$ cat config.mk
export PLATFORM = sky130hd
export DESIGN_NAME = pfc_ctrl
export DESIGN_NICKNAME = d
export VERILOG_FILES = /design/src/core/pfc_ctrl.v
export VERILOG_INCLUDE_DIRS = /design/src /design/src/core
export SDC_FILE = /design/constraint.sdc
export NUM_CORES = 1
export LEC_CHECK = 0
export ABC_AREA = 1
export BUFFER_PORTS_ARGS = -buffer_cell sky130_fd_sc_hd__clkbuf_2
export CORE_ASPECT_RATIO = 0.75
export CORE_MARGIN = 4
export CORE_UTILIZATION = 31
export CTS_CLUSTER_DIAMETER = 60
export DETAILED_ROUTE_END_ITERATION = 7
export PLACE_DENSITY_LB_ADDON = 0.08
export SETUP_SLACK_MARGIN = 0.4
export SLEW_MARGIN = 10
export SYNTH_ARGS = -nofsm -noshare
export SYNTH_HDL_FRONTEND = slang
export SYNTH_SLANG_ARGS = --single-unit
$ cat constraint.sdc
create_clock -name clock -period 2.9 [get_ports clock]
set_input_delay 0.29 -clock clock [delete_from_list [all_inputs] [get_ports clock]]
set_output_delay 0.29 -clock clock [all_outputs]
set_load 0.1 [all_outputs]
$ cat src/core/pfc_consts.vh
// constants for the program flash access controller
`ifndef PFC_CONSTS_VH
`define PFC_CONSTS_VH
// apb byte addresses
`define PFC_OFF_CTRL 12'h000
`define PFC_OFF_KEY 12'h004
`define PFC_OFF_ADDR 12'h008
`define PFC_OFF_DATA 12'h00c
// control register fields
`define PFC_B_RD 0
`define PFC_B_WR 1
`define PFC_B_ERASE 2
`define PFC_B_LATCH 3
`define PFC_B_MODIFY 4
`define PFC_B_REGION 5
`define PFC_B_FAULT 6
`define PFC_B_DONE 7
`define PFC_B_IRQEN 8
`define PFC_B_BUSY 9
// unlock keys
`define PFC_KEY1 8'h55
`define PFC_KEY2 8'haa
// reset and blank values
`define PFC_BLANK 14'h3fff
`define PFC_ADDR_RST 15'h0000
`define PFC_DATA_RST 14'h0000
// latch row geometry
`define PFC_LATCHES 32
`define PFC_LAST_LATCH 5'h1f
// pointer values that land on the indirect window registers
`define PFC_WIN0 16'h0000
`define PFC_WIN1 16'h0001
`endif

$ cat src/core/pfc_ctrl.v
// program flash access controller: indirect reads and register interface
//
// Function
// - pointer high byte top bit set steers indirect loads to flash address
// - pointer aimed at an indirect window register reads back zero
// - indirect read stalls one cycle and returns one byte
// - indirect stores never program or erase flash
// - read trigger stalls, loads data pair next cycle, then self-clears
// - data pair holds until next read or a software write
// - region bit picks main memory or identifier/configuration space
// - writes or erases to protected targets are blocked
// - erase, program and latch-load operations start only after keys 55h, AAh then program trigger
// - interrupted or non-consecutive unlock steps perform nothing
// - execution stalls until erase or program finishes
// - erase needs erase-select and modify-allow; erases one whole row
// - erase of protected row clears trigger and skips erase
// - erase completion sets completion flag; interrupt when allowed
// - erase leaves latches and modify-allow unchanged
// - programming never erases first; it only clears bits
// - upper ten address bits pick row, low five bits pick latch
// - every latch returns to 3FFF after a program operation
// - latch-only set loads a latch; clear programs the whole row
// - unloaded latches stay blank
// - one program writes at most the 32 latches
// - fault flag set on protected trigger, reset mid-write, broken unlock
// - config-space read outside valid ranges clears the data pair
`timescale 1ns/1ns
`include "pfc_consts.vh"

module pfc_ctrl (
	input wire clock, // 100 MHz instruction clock
	input wire reset_n, // asynchronous reset, active low
	input wire psel, // apb select
	input wire penable, // apb access phase
	input wire pwrite, // apb direction
	input wire [11:0] paddr, // apb byte address
	input wire [31:0] pwdata, // apb write data
	output wire [31:0] prdata, // apb read data
	output wire pready, // apb ready
	output wire pslverr, // apb error on unmapped address
	input wire ind_req, // indirect load request pulse
	input wire ind_store, // request is an indirect store
	input wire [15:0] ind_ptr, // pointer pair
	output reg [7:0] ind_data_ff, // indirect read byte
	output reg ind_done_ff, // indirect read answer pulse
	output wire cpu_stall, // holds cpu execution
	input wire unlock_break, // interrupt or halt intervened
	input wire pfm_protect, // main memory write protection
	input wire abort_seen, // flash saw a reset during self-write
	output reg [15:0] fl_addr_ff, // region and word address to flash
	output reg fl_rd_ff, // flash read pulse
	output reg fl_erase_ff, // flash row erase pulse
	output reg fl_prog_ff, // flash word program pulse
	output reg [13:0] fl_wdata_ff, // flash program data
	input wire [13:0] fl_rdata, // flash read word, same cycle as read pulse
	input wire fl_busy, // flash timer running
	output wire irq // completion interrupt
);

	// ****************************************
	// decode helpers
	// ****************************************
	function cfg_writable;
		input [14:0] a;
		begin
			cfg_writable = (a <= 15'h0003) || (a >= 15'h0007 && a <= 15'h000b);
		end
	endfunction

	function cfg_readable;
		input [14:0] a;
		begin
			cfg_readable = (a <= 15'h0003) || (a >= 15'h0005 && a <= 15'h000b) ||
				(a >= 15'h0100 && a <= 15'h02ff);
		end
	endfunction

	function win_hit;
		input [15:0] p;
		begin
			win_hit = (p == `PFC_WIN0) || (p == `PFC_WIN1);
		end
	endfunction

	// ****************************************
	// state and registers
	// ****************************************
	localparam ST_IDLE = 3'd0;
	localparam ST_RD = 3'd1;
	localparam ST_IND = 3'd2;
	localparam ST_ERASE = 3'd3;
	localparam ST_PROG = 3'd4;
	localparam ST_WAIT = 3'd5;
	localparam KY_NONE = 2'd0;
	localparam KY_ONE = 2'd1;
	localparam KY_ARMED = 2'd2;

	reg [2:0] state_ff;
	reg [2:0] nxt_state;
	reg [1:0] key_ff;
	reg [1:0] nxt_key;
	reg rd_ff, wr_ff, erase_sel_ff, latch_sel_ff, modify_ff, region_ff;
	reg fault_ff, done_ff, irq_en_ff;
	reg [14:0] addr_ff;
	reg [13:0] data_ff;
	reg [4:0] idx_ff;
	reg ind_win_ff;
	reg boot_ff;
	reg latch_clear;
	reg latch_load;
	reg [13:0] latch_ff [0:`PFC_LATCHES-1];

	wire acc = psel && penable;
	wire wr_acc = acc && pwrite;
	wire idle = (state_ff == ST_IDLE);
	wire hit_ctrl = (paddr == `PFC_OFF_CTRL);
	wire hit_key = (paddr == `PFC_OFF_KEY);
	wire hit_addr = (paddr == `PFC_OFF_ADDR);
	wire hit_data = (paddr == `PFC_OFF_DATA);
	wire mapped = hit_ctrl || hit_key || hit_addr || hit_data;
	wire sw_ctrl = wr_acc && hit_ctrl && idle;
	wire trig_rd = sw_ctrl && pwdata[`PFC_B_RD] && !rd_ff;
	wire trig_wr = sw_ctrl && pwdata[`PFC_B_WR] && !wr_ff;
	wire protect = region_ff ? !cfg_writable(addr_ff) : pfm_protect;
	wire [9:0] row = addr_ff[14:5];

	assign pready = 1'b1;
	assign pslverr = acc && !mapped;
	assign cpu_stall = !idle;
	assign irq = done_ff && irq_en_ff;

	// ****************************************
	// apb read data
	// ****************************************
	reg [31:0] rdata_mux;
	always @* begin
		rdata_mux = 32'h0000_0000;
		if (hit_ctrl) begin
			rdata_mux[`PFC_B_RD] = rd_ff;
			rdata_mux[`PFC_B_WR] = wr_ff;
			rdata_mux[`PFC_B_ERASE] = erase_sel_ff;
			rdata_mux[`PFC_B_LATCH] = latch_sel_ff;
			rdata_mux[`PFC_B_MODIFY] = modify_ff;
			rdata_mux[`PFC_B_REGION] = region_ff;
			rdata_mux[`PFC_B_FAULT] = fault_ff;
			rdata_mux[`PFC_B_DONE] = done_ff;
			rdata_mux[`PFC_B_IRQEN] = irq_en_ff;
			rdata_mux[`PFC_B_BUSY] = !idle;
		end else if (hit_addr) begin
			rdata_mux[14:0] = addr_ff;
		end else if (hit_data) begin
			rdata_mux[13:0] = data_ff;
		end
	end
	assign prdata = (acc && !pwrite) ? rdata_mux : 32'h0000_0000;

	// ****************************************
	// unlock key tracker
	// ****************************************
	// any other bus access between the steps disarms the sequence
	always @* begin
		nxt_key = key_ff;
		if (unlock_break) begin
			nxt_key = KY_NONE;
		end else if (acc) begin
			if (wr_acc && hit_key && pwdata[7:0] == `PFC_KEY1) begin
				nxt_key = KY_ONE;
			end else if (wr_acc && hit_key && pwdata[7:0] == `PFC_KEY2 && key_ff == KY_ONE) begin
				nxt_key = KY_ARMED;
			end else begin
				nxt_key = KY_NONE;
			end
		end
	end

	wire key_broken = (key_ff != KY_NONE) && (unlock_break ||
		(acc && !(wr_acc && (hit_key || hit_ctrl))));
	wire go = trig_wr && key_ff == KY_ARMED && !unlock_break && modify_ff;
	wire go_erase = go && erase_sel_ff;
	wire go_load = go && !erase_sel_ff && latch_sel_ff;
	wire go_prog = go && !erase_sel_ff && !latch_sel_ff;
	wire go_bad = (go_erase || go_prog) && protect;

	// ****************************************
	// sequencer
	// ****************************************
	always @* begin
		nxt_state = state_ff;
		latch_clear = 1'b0;
		latch_load = go_load; // latch loads ignore protection
		case (state_ff)
			ST_IDLE: begin
				if (ind_req && !ind_store && (ind_ptr[15] || win_hit(ind_ptr))) begin
					nxt_state = ST_IND;
				end else if (trig_rd) begin
					nxt_state = ST_RD;
				end else if (go_erase && !go_bad) begin
					nxt_state = ST_ERASE;
				end else if (go_prog && !go_bad) begin
					nxt_state = ST_PROG;
				end
			end
			ST_RD: nxt_state = ST_IDLE;
			ST_IND: nxt_state = ST_IDLE;
			ST_ERASE: nxt_state = ST_WAIT;
			ST_PROG: nxt_state = ST_WAIT;
			ST_WAIT: begin
				if (!fl_busy && !fl_erase_ff && !fl_prog_ff) begin
					if (erase_sel_ff) begin
						nxt_state = ST_IDLE;
					end else if (idx_ff == `PFC_LAST_LATCH) begin
						nxt_state = ST_IDLE;
						latch_clear = 1'b1;
					end else begin
						nxt_state = ST_PROG;
					end
				end
			end
			default: nxt_state = ST_IDLE;
		endcase
	end

	wire op_end = (state_ff == ST_WAIT) && (nxt_state == ST_IDLE);

	always @(posedge clock or negedge reset_n) begin
		if (!reset_n) begin
			state_ff <= ST_IDLE;
			key_ff <= KY_NONE;
			idx_ff <= 5'h00;
			fl_addr_ff <= 16'h0000;
			fl_rd_ff <= 1'b0;
			fl_erase_ff <= 1'b0;
			fl_prog_ff <= 1'b0;
			fl_wdata_ff <= `PFC_BLANK;
			ind_data_ff <= 8'h00;
			ind_done_ff <= 1'b0;
			ind_win_ff <= 1'b0;
		end else begin
			state_ff <= nxt_state;
			key_ff <= nxt_key;
			fl_rd_ff <= 1'b0;
			fl_erase_ff <= 1'b0;
			fl_prog_ff <= 1'b0;
			ind_done_ff <= 1'b0;
			if (idle && nxt_state == ST_IND) begin
				fl_addr_ff <= {1'b0, ind_ptr[14:0]};
				fl_rd_ff <= !win_hit(ind_ptr);
				ind_win_ff <= win_hit(ind_ptr);
			end else if (idle && nxt_state == ST_RD) begin
				fl_addr_ff <= {pwdata[`PFC_B_REGION], addr_ff};
				fl_rd_ff <= 1'b1;
			end else if (idle && nxt_state == ST_ERASE) begin
				fl_addr_ff <= {region_ff, row, 5'h00};
				fl_erase_ff <= 1'b1;
			end
			if (state_ff == ST_IND) begin
				ind_data_ff <= ind_win_ff ? 8'h00 : fl_rdata[7:0];
				ind_done_ff <= 1'b1;
			end
			if (idle) begin
				idx_ff <= 5'h00;
			end else if (state_ff == ST_WAIT && nxt_state == ST_PROG) begin
				idx_ff <= idx_ff + 5'h01;
			end
			if (nxt_state == ST_PROG) begin
				// no erase step is issued before programming
				fl_addr_ff <= {region_ff, row, (idle ? 5'h00 : idx_ff + 5'h01)};
				fl_wdata_ff <= latch_ff[idle ? 5'h00 : idx_ff + 5'h01];
				fl_prog_ff <= 1'b1;
			end
		end
	end

	// ****************************************
	// software registers
	// ****************************************
	always @(posedge clock or negedge reset_n) begin
		if (!reset_n) begin
			rd_ff <= 1'b0;
			wr_ff <= 1'b0;
			erase_sel_ff <= 1'b0;
			latch_sel_ff <= 1'b0;
			modify_ff <= 1'b0;
			region_ff <= 1'b0;
			fault_ff <= 1'b0;
			done_ff <= 1'b0;
			irq_en_ff <= 1'b0;
			addr_ff <= `PFC_ADDR_RST;
			data_ff <= `PFC_DATA_RST;
			boot_ff <= 1'b1;
		end else begin
			boot_ff <= 1'b0;
			if (sw_ctrl) begin
				erase_sel_ff <= pwdata[`PFC_B_ERASE];
				latch_sel_ff <= pwdata[`PFC_B_LATCH];
				modify_ff <= pwdata[`PFC_B_MODIFY];
				region_ff <= pwdata[`PFC_B_REGION];
				irq_en_ff <= pwdata[`PFC_B_IRQEN];
				rd_ff <= trig_rd;
				wr_ff <= go && !go_load && !go_bad;
			end else if (state_ff == ST_RD) begin
				rd_ff <= 1'b0;
			end else if (op_end) begin
				wr_ff <= 1'b0;
			end
			// hardware set wins over a software clear
			if ((boot_ff && abort_seen) || go_bad || key_broken) begin
				fault_ff <= 1'b1;
			end else if (sw_ctrl) begin
				fault_ff <= pwdata[`PFC_B_FAULT];
			end
			if (op_end) begin
				done_ff <= 1'b1;
			end else if (sw_ctrl) begin
				done_ff <= pwdata[`PFC_B_DONE];
			end
			if (wr_acc && hit_addr && idle) begin
				addr_ff <= pwdata[14:0];
			end
			if (state_ff == ST_RD) begin
				if (region_ff && !cfg_readable(addr_ff)) begin
					data_ff <= 14'h0000;
				end else begin
					data_ff <= fl_rdata;
				end
			end else if (wr_acc && hit_data && idle) begin
				data_ff <= pwdata[13:0];
			end
		end
	end

	// ****************************************
	// write latches
	// ****************************************
	genvar gi;
	generate
		for (gi = 0; gi < `PFC_LATCHES; gi = gi + 1) begin : g_latch
			always @(posedge clock or negedge reset_n) begin
				if (!reset_n) begin
					latch_ff[gi] <= `PFC_BLANK;
				end else if (latch_clear) begin
					latch_ff[gi] <= `PFC_BLANK;
				end else if (latch_load && addr_ff[4:0] == gi) begin
					latch_ff[gi] <= data_ff;
				end
			end
		end
	endgenerate

endmodule // pfc_ctrl

==> metrics.txt, run 1 <==
cts bufs inserted=just under 60; DRC=0; WP data required=~3500 ps; Layout area overhead=23.1%; Sequential Power Share=0.302; Finished Cell Area=about 31000 um2; outcome=finished clean; Final Setup Violations=0; Layout Skew=just under 30 ps; largest family of logic cells by synthesized area=compound AO/OA/AOI/OAI gates; Clock Latency Late Sink=between 600 and 700 ps; Final min period=between 2000 and 2500 ps; die width=~340 um; vias in the first global route=21400; crit share post-route=0.858; total track usage=0.211; Critical Path Max Stage Delay=about 440 ps; initial antenna violation count=1; Synth top area share=0.476; max_cap viols=0; H-tree levels=2; Post-Syn Instances=slightly below 3000; total wire length=between 90000 and 100000 um; crit-path cells=nor2_4 > nand2_4 > inv_4 > nor2_4 > buf_12 > inv_4 > buf_16 > nor2_1 > o221ai_1 > nand3_2 > nand4_1 > nand3_1 > nand2_1; fraction of power consumed by combinational cells=0.441; Clk network pwr share=0.257; post-synth top area cell=dfstp_2; RSZ-0062 raised after global routing=true; share of cells above drive strength 1=0.306; Final Hold Fails=0; worst hold path type=in -> reg; Seq cells post-synth=540; DR vias/cell=approximately 5.3; Simple-Gate Fraction of Synth Area=0.193; EDFF count, synth=0; crit path max-delay cell type=dfrtp_2; routed wire length per instance=~23 um; Worst-Margin Slew=~800 ps; register clock-pin slew on the reported worst setup and hold paths=around 70 ps; # port buffers=around 130; post-detail-place hpwl=approximately 58000 um; CP bufs+invs=4; TritonCTS clock tree=built; fraction of registers with async set/reset=1.00; Top delay family on crit path=simple AND/OR/NAND/NOR gates; data arrival time of the critical path=3070 ps; sw frac=0.442; Syn Std Cell Area=25600 um2; chip height=between 200 and 300 um; Leak=12.8 nW; Synth cell types=43; Seq/Total Area, Yosys=0.551; Row Count=90; relative slew slack=0.467; # IOs=about 160; ys flop type=dfstp_2; crit path max fanout=31; compound-gate portion of the synthesized area=0.196; CTS max path bufs=3; ant diodes=0; Synth Warn #=0; top cells by area in the synthesized netlist=dfstp_2 48%, nor2_1 11%, a21oi_1 9.3%, dfrtp_1 7.5%, o21ai_0 5.1%; CP startpoint kind=flop; routability congestion estimate=0.888; ANT nets after route=0; Pre-Repair DR Iteration Count=6; fmax=0.402 GHz; Pwr Density=969 nW/um2; clk root buf=clkbuf_16; Final nets=roughly 3200; Clock Sinks=540; DRT iter0 DRCs=about 1900; Synth Area in XOR/XNOR=0.000343; VDD IR max=between 0.0006 and 0.0007 V; Fin Hold WS=between 50 and 60 ps; CP Capture Type=flop; placed cell area=approximately 28000 um2; Power Internal=roughly 17 mW; core area=81100 um2; critical path type=reg -> reg; GR Overflow Total=0; Initial Util=0.315; post-synthesis adder-cell area fraction=0.000979; Net Switching=~13 mW; largest net degree at the start of global routing=around 110; via count=approximately 22000; Max Slew Vio Count=0; Avg Inst Size Synth=8.66 um2; mux share of post-synthesis cell area=0.00176; setup TNS=0 ps; die area=just under 90000 um2; global-route wire length before repair=140000 um
-- area by class of cell --
class,instances,area [um2]
flip-flops and latches,540,14100
clock buffers,92,1790
repair buffers,317,3290
well taps,1058,1320
inverters,75,320
multi-input cells,2108,10500
fillers,8138,49600
clock inverters,14,198
-- worst register-to-register path: stages (launching register included) --
cell and delay (ps):
dfrtp_2 440, nor2_4 150, nand2_4 120, inv_4 150, nor2_4 60, buf_12 140, inv_4 130, buf_16 230
nor2_1 100, o221ai_1 270, nand3_2 180, nand4_1 230, nand3_1 140, nand2_1 90
-- logic make-up (layout without fill, tap and decap cells) --
family                   after synthesis  in the layout
multiplexers                           4              4
flip-flops                           540            540
other                                  2             19
AO/OA/AOI/OAI                        893            893
AND/OR/NAND/NOR                     1189           1189
buffers and inverters                323            498
XOR/XNOR                               1              1
adder cells (fa/ha/maj)                2              2
-- cell usage in the layout (no fill, tap or decap), drive strengths merged --
| cell type | synthesis | final |
|---|---|---|
| nor4 | 4 | 4 |
| xor2 | 1 | 1 |
| or3b | 1 | 1 |
| nand4 | 29 | 29 |
| mux2 | 4 | 4 |
| a22oi | 1 | 1 |
| a221oi | 1 | 1 |
| nand2 | 233 | 233 |
| dlygate4sd3 | 0 | 43 |
| ha | 2 | 2 |
| o211ai | 20 | 20 |
| o22ai | 14 | 14 |
| o21a | 2 | 2 |
| o21ai | 263 | 263 |
| bufinv | 0 | 5 |
| a21oi | 477 | 477 |
| a31oi | 1 | 1 |
| o21bai | 1 | 1 |
| buf | 108 | 157 |
| nor2 | 775 | 775 |
| nand3 | 137 | 137 |
| o2111ai | 1 | 1 |
| inv | 75 | 72 |
| nor3 | 10 | 10 |
| clkinv | 0 | 10 |
| o221ai | 112 | 112 |
| dfstp | 463 | 463 |
| bufbuf | 0 | 2 |
| dfrtp | 77 | 77 |
| clkbuf | 140 | 207 |
| clkinvlp | 0 | 2 |
| conb | 2 | 19 |
-- flip-flops by register name (all words and copies together), names as in the netlist, 2 cells and up --
register and count:
addr_ff 15, data_ff 14, fl_addr_ff 16, fl_wdata_ff 14, idx_ff 5, ind_data_ff 8
key_ff 2, latch_ff 448, state_ff 3
-- per-layer routing --
layer	part of all wire	vias to the layer above	track usage
met5	0.00014	-	0
met1	0.50	11100	0.323
met3	0.058	105	0.0346
met2	0.43	620	0.310
li1	-	10300	-
met4	0.019	2	0.0463
-- cell usage after synthesis (8+ instances only) --
master      n
o21ai_0   259
a21oi_1   474
nand2_1   200
nand4_1    29
dfstp_2   463
buf_4      42
buf_2      59
nand3_1   134
nand2_2    33
o211ai_1   20
clkbuf_1  140
nor2_1    764
nor3_1      8
o22ai_1    14
inv_1      69
o221ai_1  112
dfrtp_1    77
-- power by group through the flow --
| stage | sequential [mW] | combinational (mW) | clock (mW) |
|---|---|---|---|
| floorplan | 10.5 | 6.15 | 0 |
| global placement | 9.29 | 12.1 | 0 |
| detailed placement | 9.31 | 12.2 | 0 |
| CTS | 9.21 | 12.8 | 8.06 |
| global route | 9.30 | 14.4 | 8.40 |
| finish | 9.21 | 13.5 | 7.85 |
-- path summary, 6_finish.rpt --
path                                  from              end  slack (ps)  cells past startpoint
max                            state_ff[0]  fl_wdata_ff[12]         410                     13
min                           unlock_break        key_ff[1]          50                      4
max reg2reg                    state_ff[0]  fl_wdata_ff[12]         410                     13
max in group asynchronous          reset_n   fl_wdata_ff[7]        1640                      3
min in group asynchronous          reset_n   ind_data_ff[3]         250                      2
min reg2reg                fl_wdata_ff[12]  fl_wdata_ff[12]         470                      2
-- stage by stage --
step | cells | power, mW | worst slack [ps] | util
6_report | 4204 | 30.5 | 413 | 0.388
2_1_floorplan | 2971 | 16.7 | 267 | -
3_5_place_dp | 4031 | 21.5 | 203 | 0.350
5_1_grt | 4204 | 32.1 | 338 | 0.388
3_3_place_gp | 4031 | 21.4 | 258 | 0.350
4_1_cts | 4187 | 30.1 | 393 | 0.383
-- repair_timing --
item	in CTS	in global routing
hold buffers	43	0
pin swaps	7	15
endpoints found under the hold margin	66	0
gates resized for setup	28	56
setup buffers	5	13
cloned	2	4
endpoints found under the setup margin	79	485
Note: power is estimated with default switching activity, not from simulation.
==> run 2: changes to the inputs <==
--- a/config.mk
+++ b/config.mk
@@ -13,6 +13,7 @@
 export CORE_UTILIZATION = 31
 export CTS_CLUSTER_DIAMETER = 60
 export DETAILED_ROUTE_END_ITERATION = 7
+export GPL_TIMING_DRIVEN = 0
 export PLACE_DENSITY_LB_ADDON = 0.08
 export SETUP_SLACK_MARGIN = 0.4
 export SLEW_MARGIN = 10
==> metrics.txt, run 2 (synthesis results as in run 1) <==
outcome=finished clean; Clock Sinks=540 (unchanged); global-route wire length before repair=169000 um (+21%); Final nets=3503 (+9.9%); die area=87200 um2 (unchanged); cts bufs inserted=60 (+1.7%); Power Internal=18.3 mW (+7.2%); crit path max fanout=10 (-68%); Pre-Repair DR Iteration Count=7 (+1); Final Setup Violations=0 (unchanged); most frequent cells in the layout=670 x nor2_1, 463 x dfstp_2, 396 x a21oi_1, 227 x o21ai_0, 154 x nand2_1; Final Hold Fails=0 (unchanged); Worst-Margin Slew=842 ps (+41.5 ps); hold endpoint=fl_addr_ff[8]; initial antenna violation count=8 (+7); sw frac=0.470 (+0.0282); commonest non-fill, non-tap cell in the layout=nor2_1; Net Switching=16.2 mW (+20%); register name with the most flops=latch_ff; worst hold path type=in -> reg; Max Slew Vio Count=0 (unchanged); worst r2r src=idx_ff[0]; WP data required=3490 ps (about the same); critical path type=reg -> reg; dpl ws=-1240 ps (-1440 ps); Clock Latency Late Sink=660 ps (+20 ps); data arrival time of the critical path=3260 ps (+190 ps); RSZ-0062 raised after global routing=true; # port buffers=127 (unchanged); CP Capture Type=flop; max reg flops=448 (unchanged); # IOs=163 (unchanged); fill cell count=7751 (-4.8%); clk root buf=clkbuf_16; DR vias/cell=5.60 (+6.4%); fmax=0.375 GHz (-6.8%); post-detail-place hpwl=82100 um (+42%); via count=25400 (+15%); Layout area overhead=43.3%; biggest registers after layout=latch_ff (448), fl_addr_ff (16), addr_ff (15); max_cap viols=0 (unchanged); share of cells above drive strength 1=0.437 (+0.131); CP startpoint kind=flop; crit share post-route=0.920 (+0.0626); vias in the first global route=24300 (+14%); total wire length=120000 um (+27%); GR Overflow Total=0 (unchanged); chip height=257 um (unchanged); placed cell area=27800 um2 (-1.9%); CTS max path bufs=3 (unchanged); reg-to-reg critical path endpoint=fl_wdata_ff[0]; VDD IR max=0.000646 V (+5.0%); Row Count=90 (unchanged); TritonCTS clock tree=built; multi-input logic area=12400 um2 (+18%); fraction of power consumed by combinational cells=0.500 (+0.059); H-tree levels=2 (unchanged); worst setup path startpoint=idx_ff[0]; Initial Util=0.315 (unchanged); core area=81100 um2 (unchanged); Finished Cell Area=36600 um2 (+16%); ANT nets after route=0 (unchanged); DRT iter0 DRCs=2546 (+34%); Leak=15.2 nW (+19%); routability congestion estimate=0.929 (+4.6%); largest net degree at the start of global routing=104 (-8.8%); hold depth=5 (+1); Reg area=14100 um2 (about the same); Layout Skew=20.9 ps (-8.40 ps); hold_sp=ind_ptr[8]; Sequential Power Share=0.267 (-0.035); Clk network pwr share=0.233 (-0.024); Pwr Density=941 nW/um2 (-3.0%); min setup slack post-route=231 ps (-182 ps); routed wire length per instance=26.6 um (+18%); DRC=0 (unchanged); total track usage=0.260 (+0.0496); Final min period=2670 ps (+182 ps); relative slew slack=0.436 (-0.0307); Register-to-Register Path Depth=12 (-1); die width=340 um (unchanged); worst reg2reg setup slack=230 ps (-180 ps); register clock-pin slew on the reported worst setup and hold paths=60 ps (about the same)
[run 2: changes by cell type in the layout (fill, tap and decap cells not counted), sizes merged]
| cell | before | now |
|---|---|---|
| diode | 0 | 2 |
| bufinv | 5 | 4 |
| clkbuf | 207 | 347 |
| nand2 | 233 | 243 |
| clkinvlp | 2 | 0 |
| clkinv | 10 | 11 |
| bufbuf | 2 | 0 |
| dlygate4sd3 | 43 | 41 |
| buf | 157 | 329 |
| inv | 72 | 76 |
[run 2: how the worst max path moves through the flow]
stage,end,slack [ps],cells after the start
floorplan,prdata[14],270,7
global placement,fl_addr_ff[14],-10980,1
detailed placement,fl_wdata_ff[9],-1240,11
CTS,prdata[3],220,6
global route,fl_wdata_ff[5],230,13
finish,fl_wdata_ff[0],230,12
[run 2: layer usage]
layer  global-route usage  share of wire  vias up
met1                0.401           0.47    13000
met3               0.0503          0.085      170
met2                0.374           0.42     1138
li1                     -              -    11000
met5                    0              0        -
met4               0.0597          0.024        0
[run 2: area by class of cell]
cell class,count,area share
sequential,540,0.385
buffer,248,0.0712
timing repair buffer,373,0.106
clock buffer,96,0.0502
clock inverter,16,0.00543
antenna,2,0.000137
multi-input combinational,2118,0.338
inverter,75,0.00864
tap,1058,0.0361
[run 2: worst max-delay path: stages (launching register included)]
cell      delay [ps]
dfrtp_1          410
buf_4            150
buf_4            180
nor2_4           120
buf_12           160
buf_8            200
clkbuf_8         230
o21ai_0          130
o221ai_2         240
nand3_2          210
nand3_1          150
nand3_1          270
nand2_1          140
[run 2: stage by stage]
step	instances	power (mW)	hold slack, ps	setup TNS [ps]	util
after floorplan	2971	16.7	-5.59	0	-
after global placement	4156	22.7	457	-4080470	0.341
after detailed placement	4162	22.7	242	-22000	0.343
after CTS	4438	33.0	1.79	0	0.421
after global routing	4524	35.7	30.5	0	0.452
final	4526	34.5	9.98	0	0.452
[run 2: power groups by stage]
stage	Sequential (mW)	Combinational, mW	Clock (mW)
3_3_place_gp	9.23	13.4	0
2_1_floorplan	10.5	6.15	0
4_1_cts	9.17	15.6	8.16
5_1_grt	9.30	17.9	8.49
3_5_place_dp	9.25	13.5	0
6_report	9.22	17.2	8.03
[run 2: repair_timing]
action | CTS | global route
pin swaps | 58 | 89
endpoints found under the hold margin | 99 | 0
resized for setup | 638 | 496
hold buffers | 41 | 0
gates cloned | 22 | 25
setup endpoints to repair | 498 | 495
setup buffers | 101 | 61
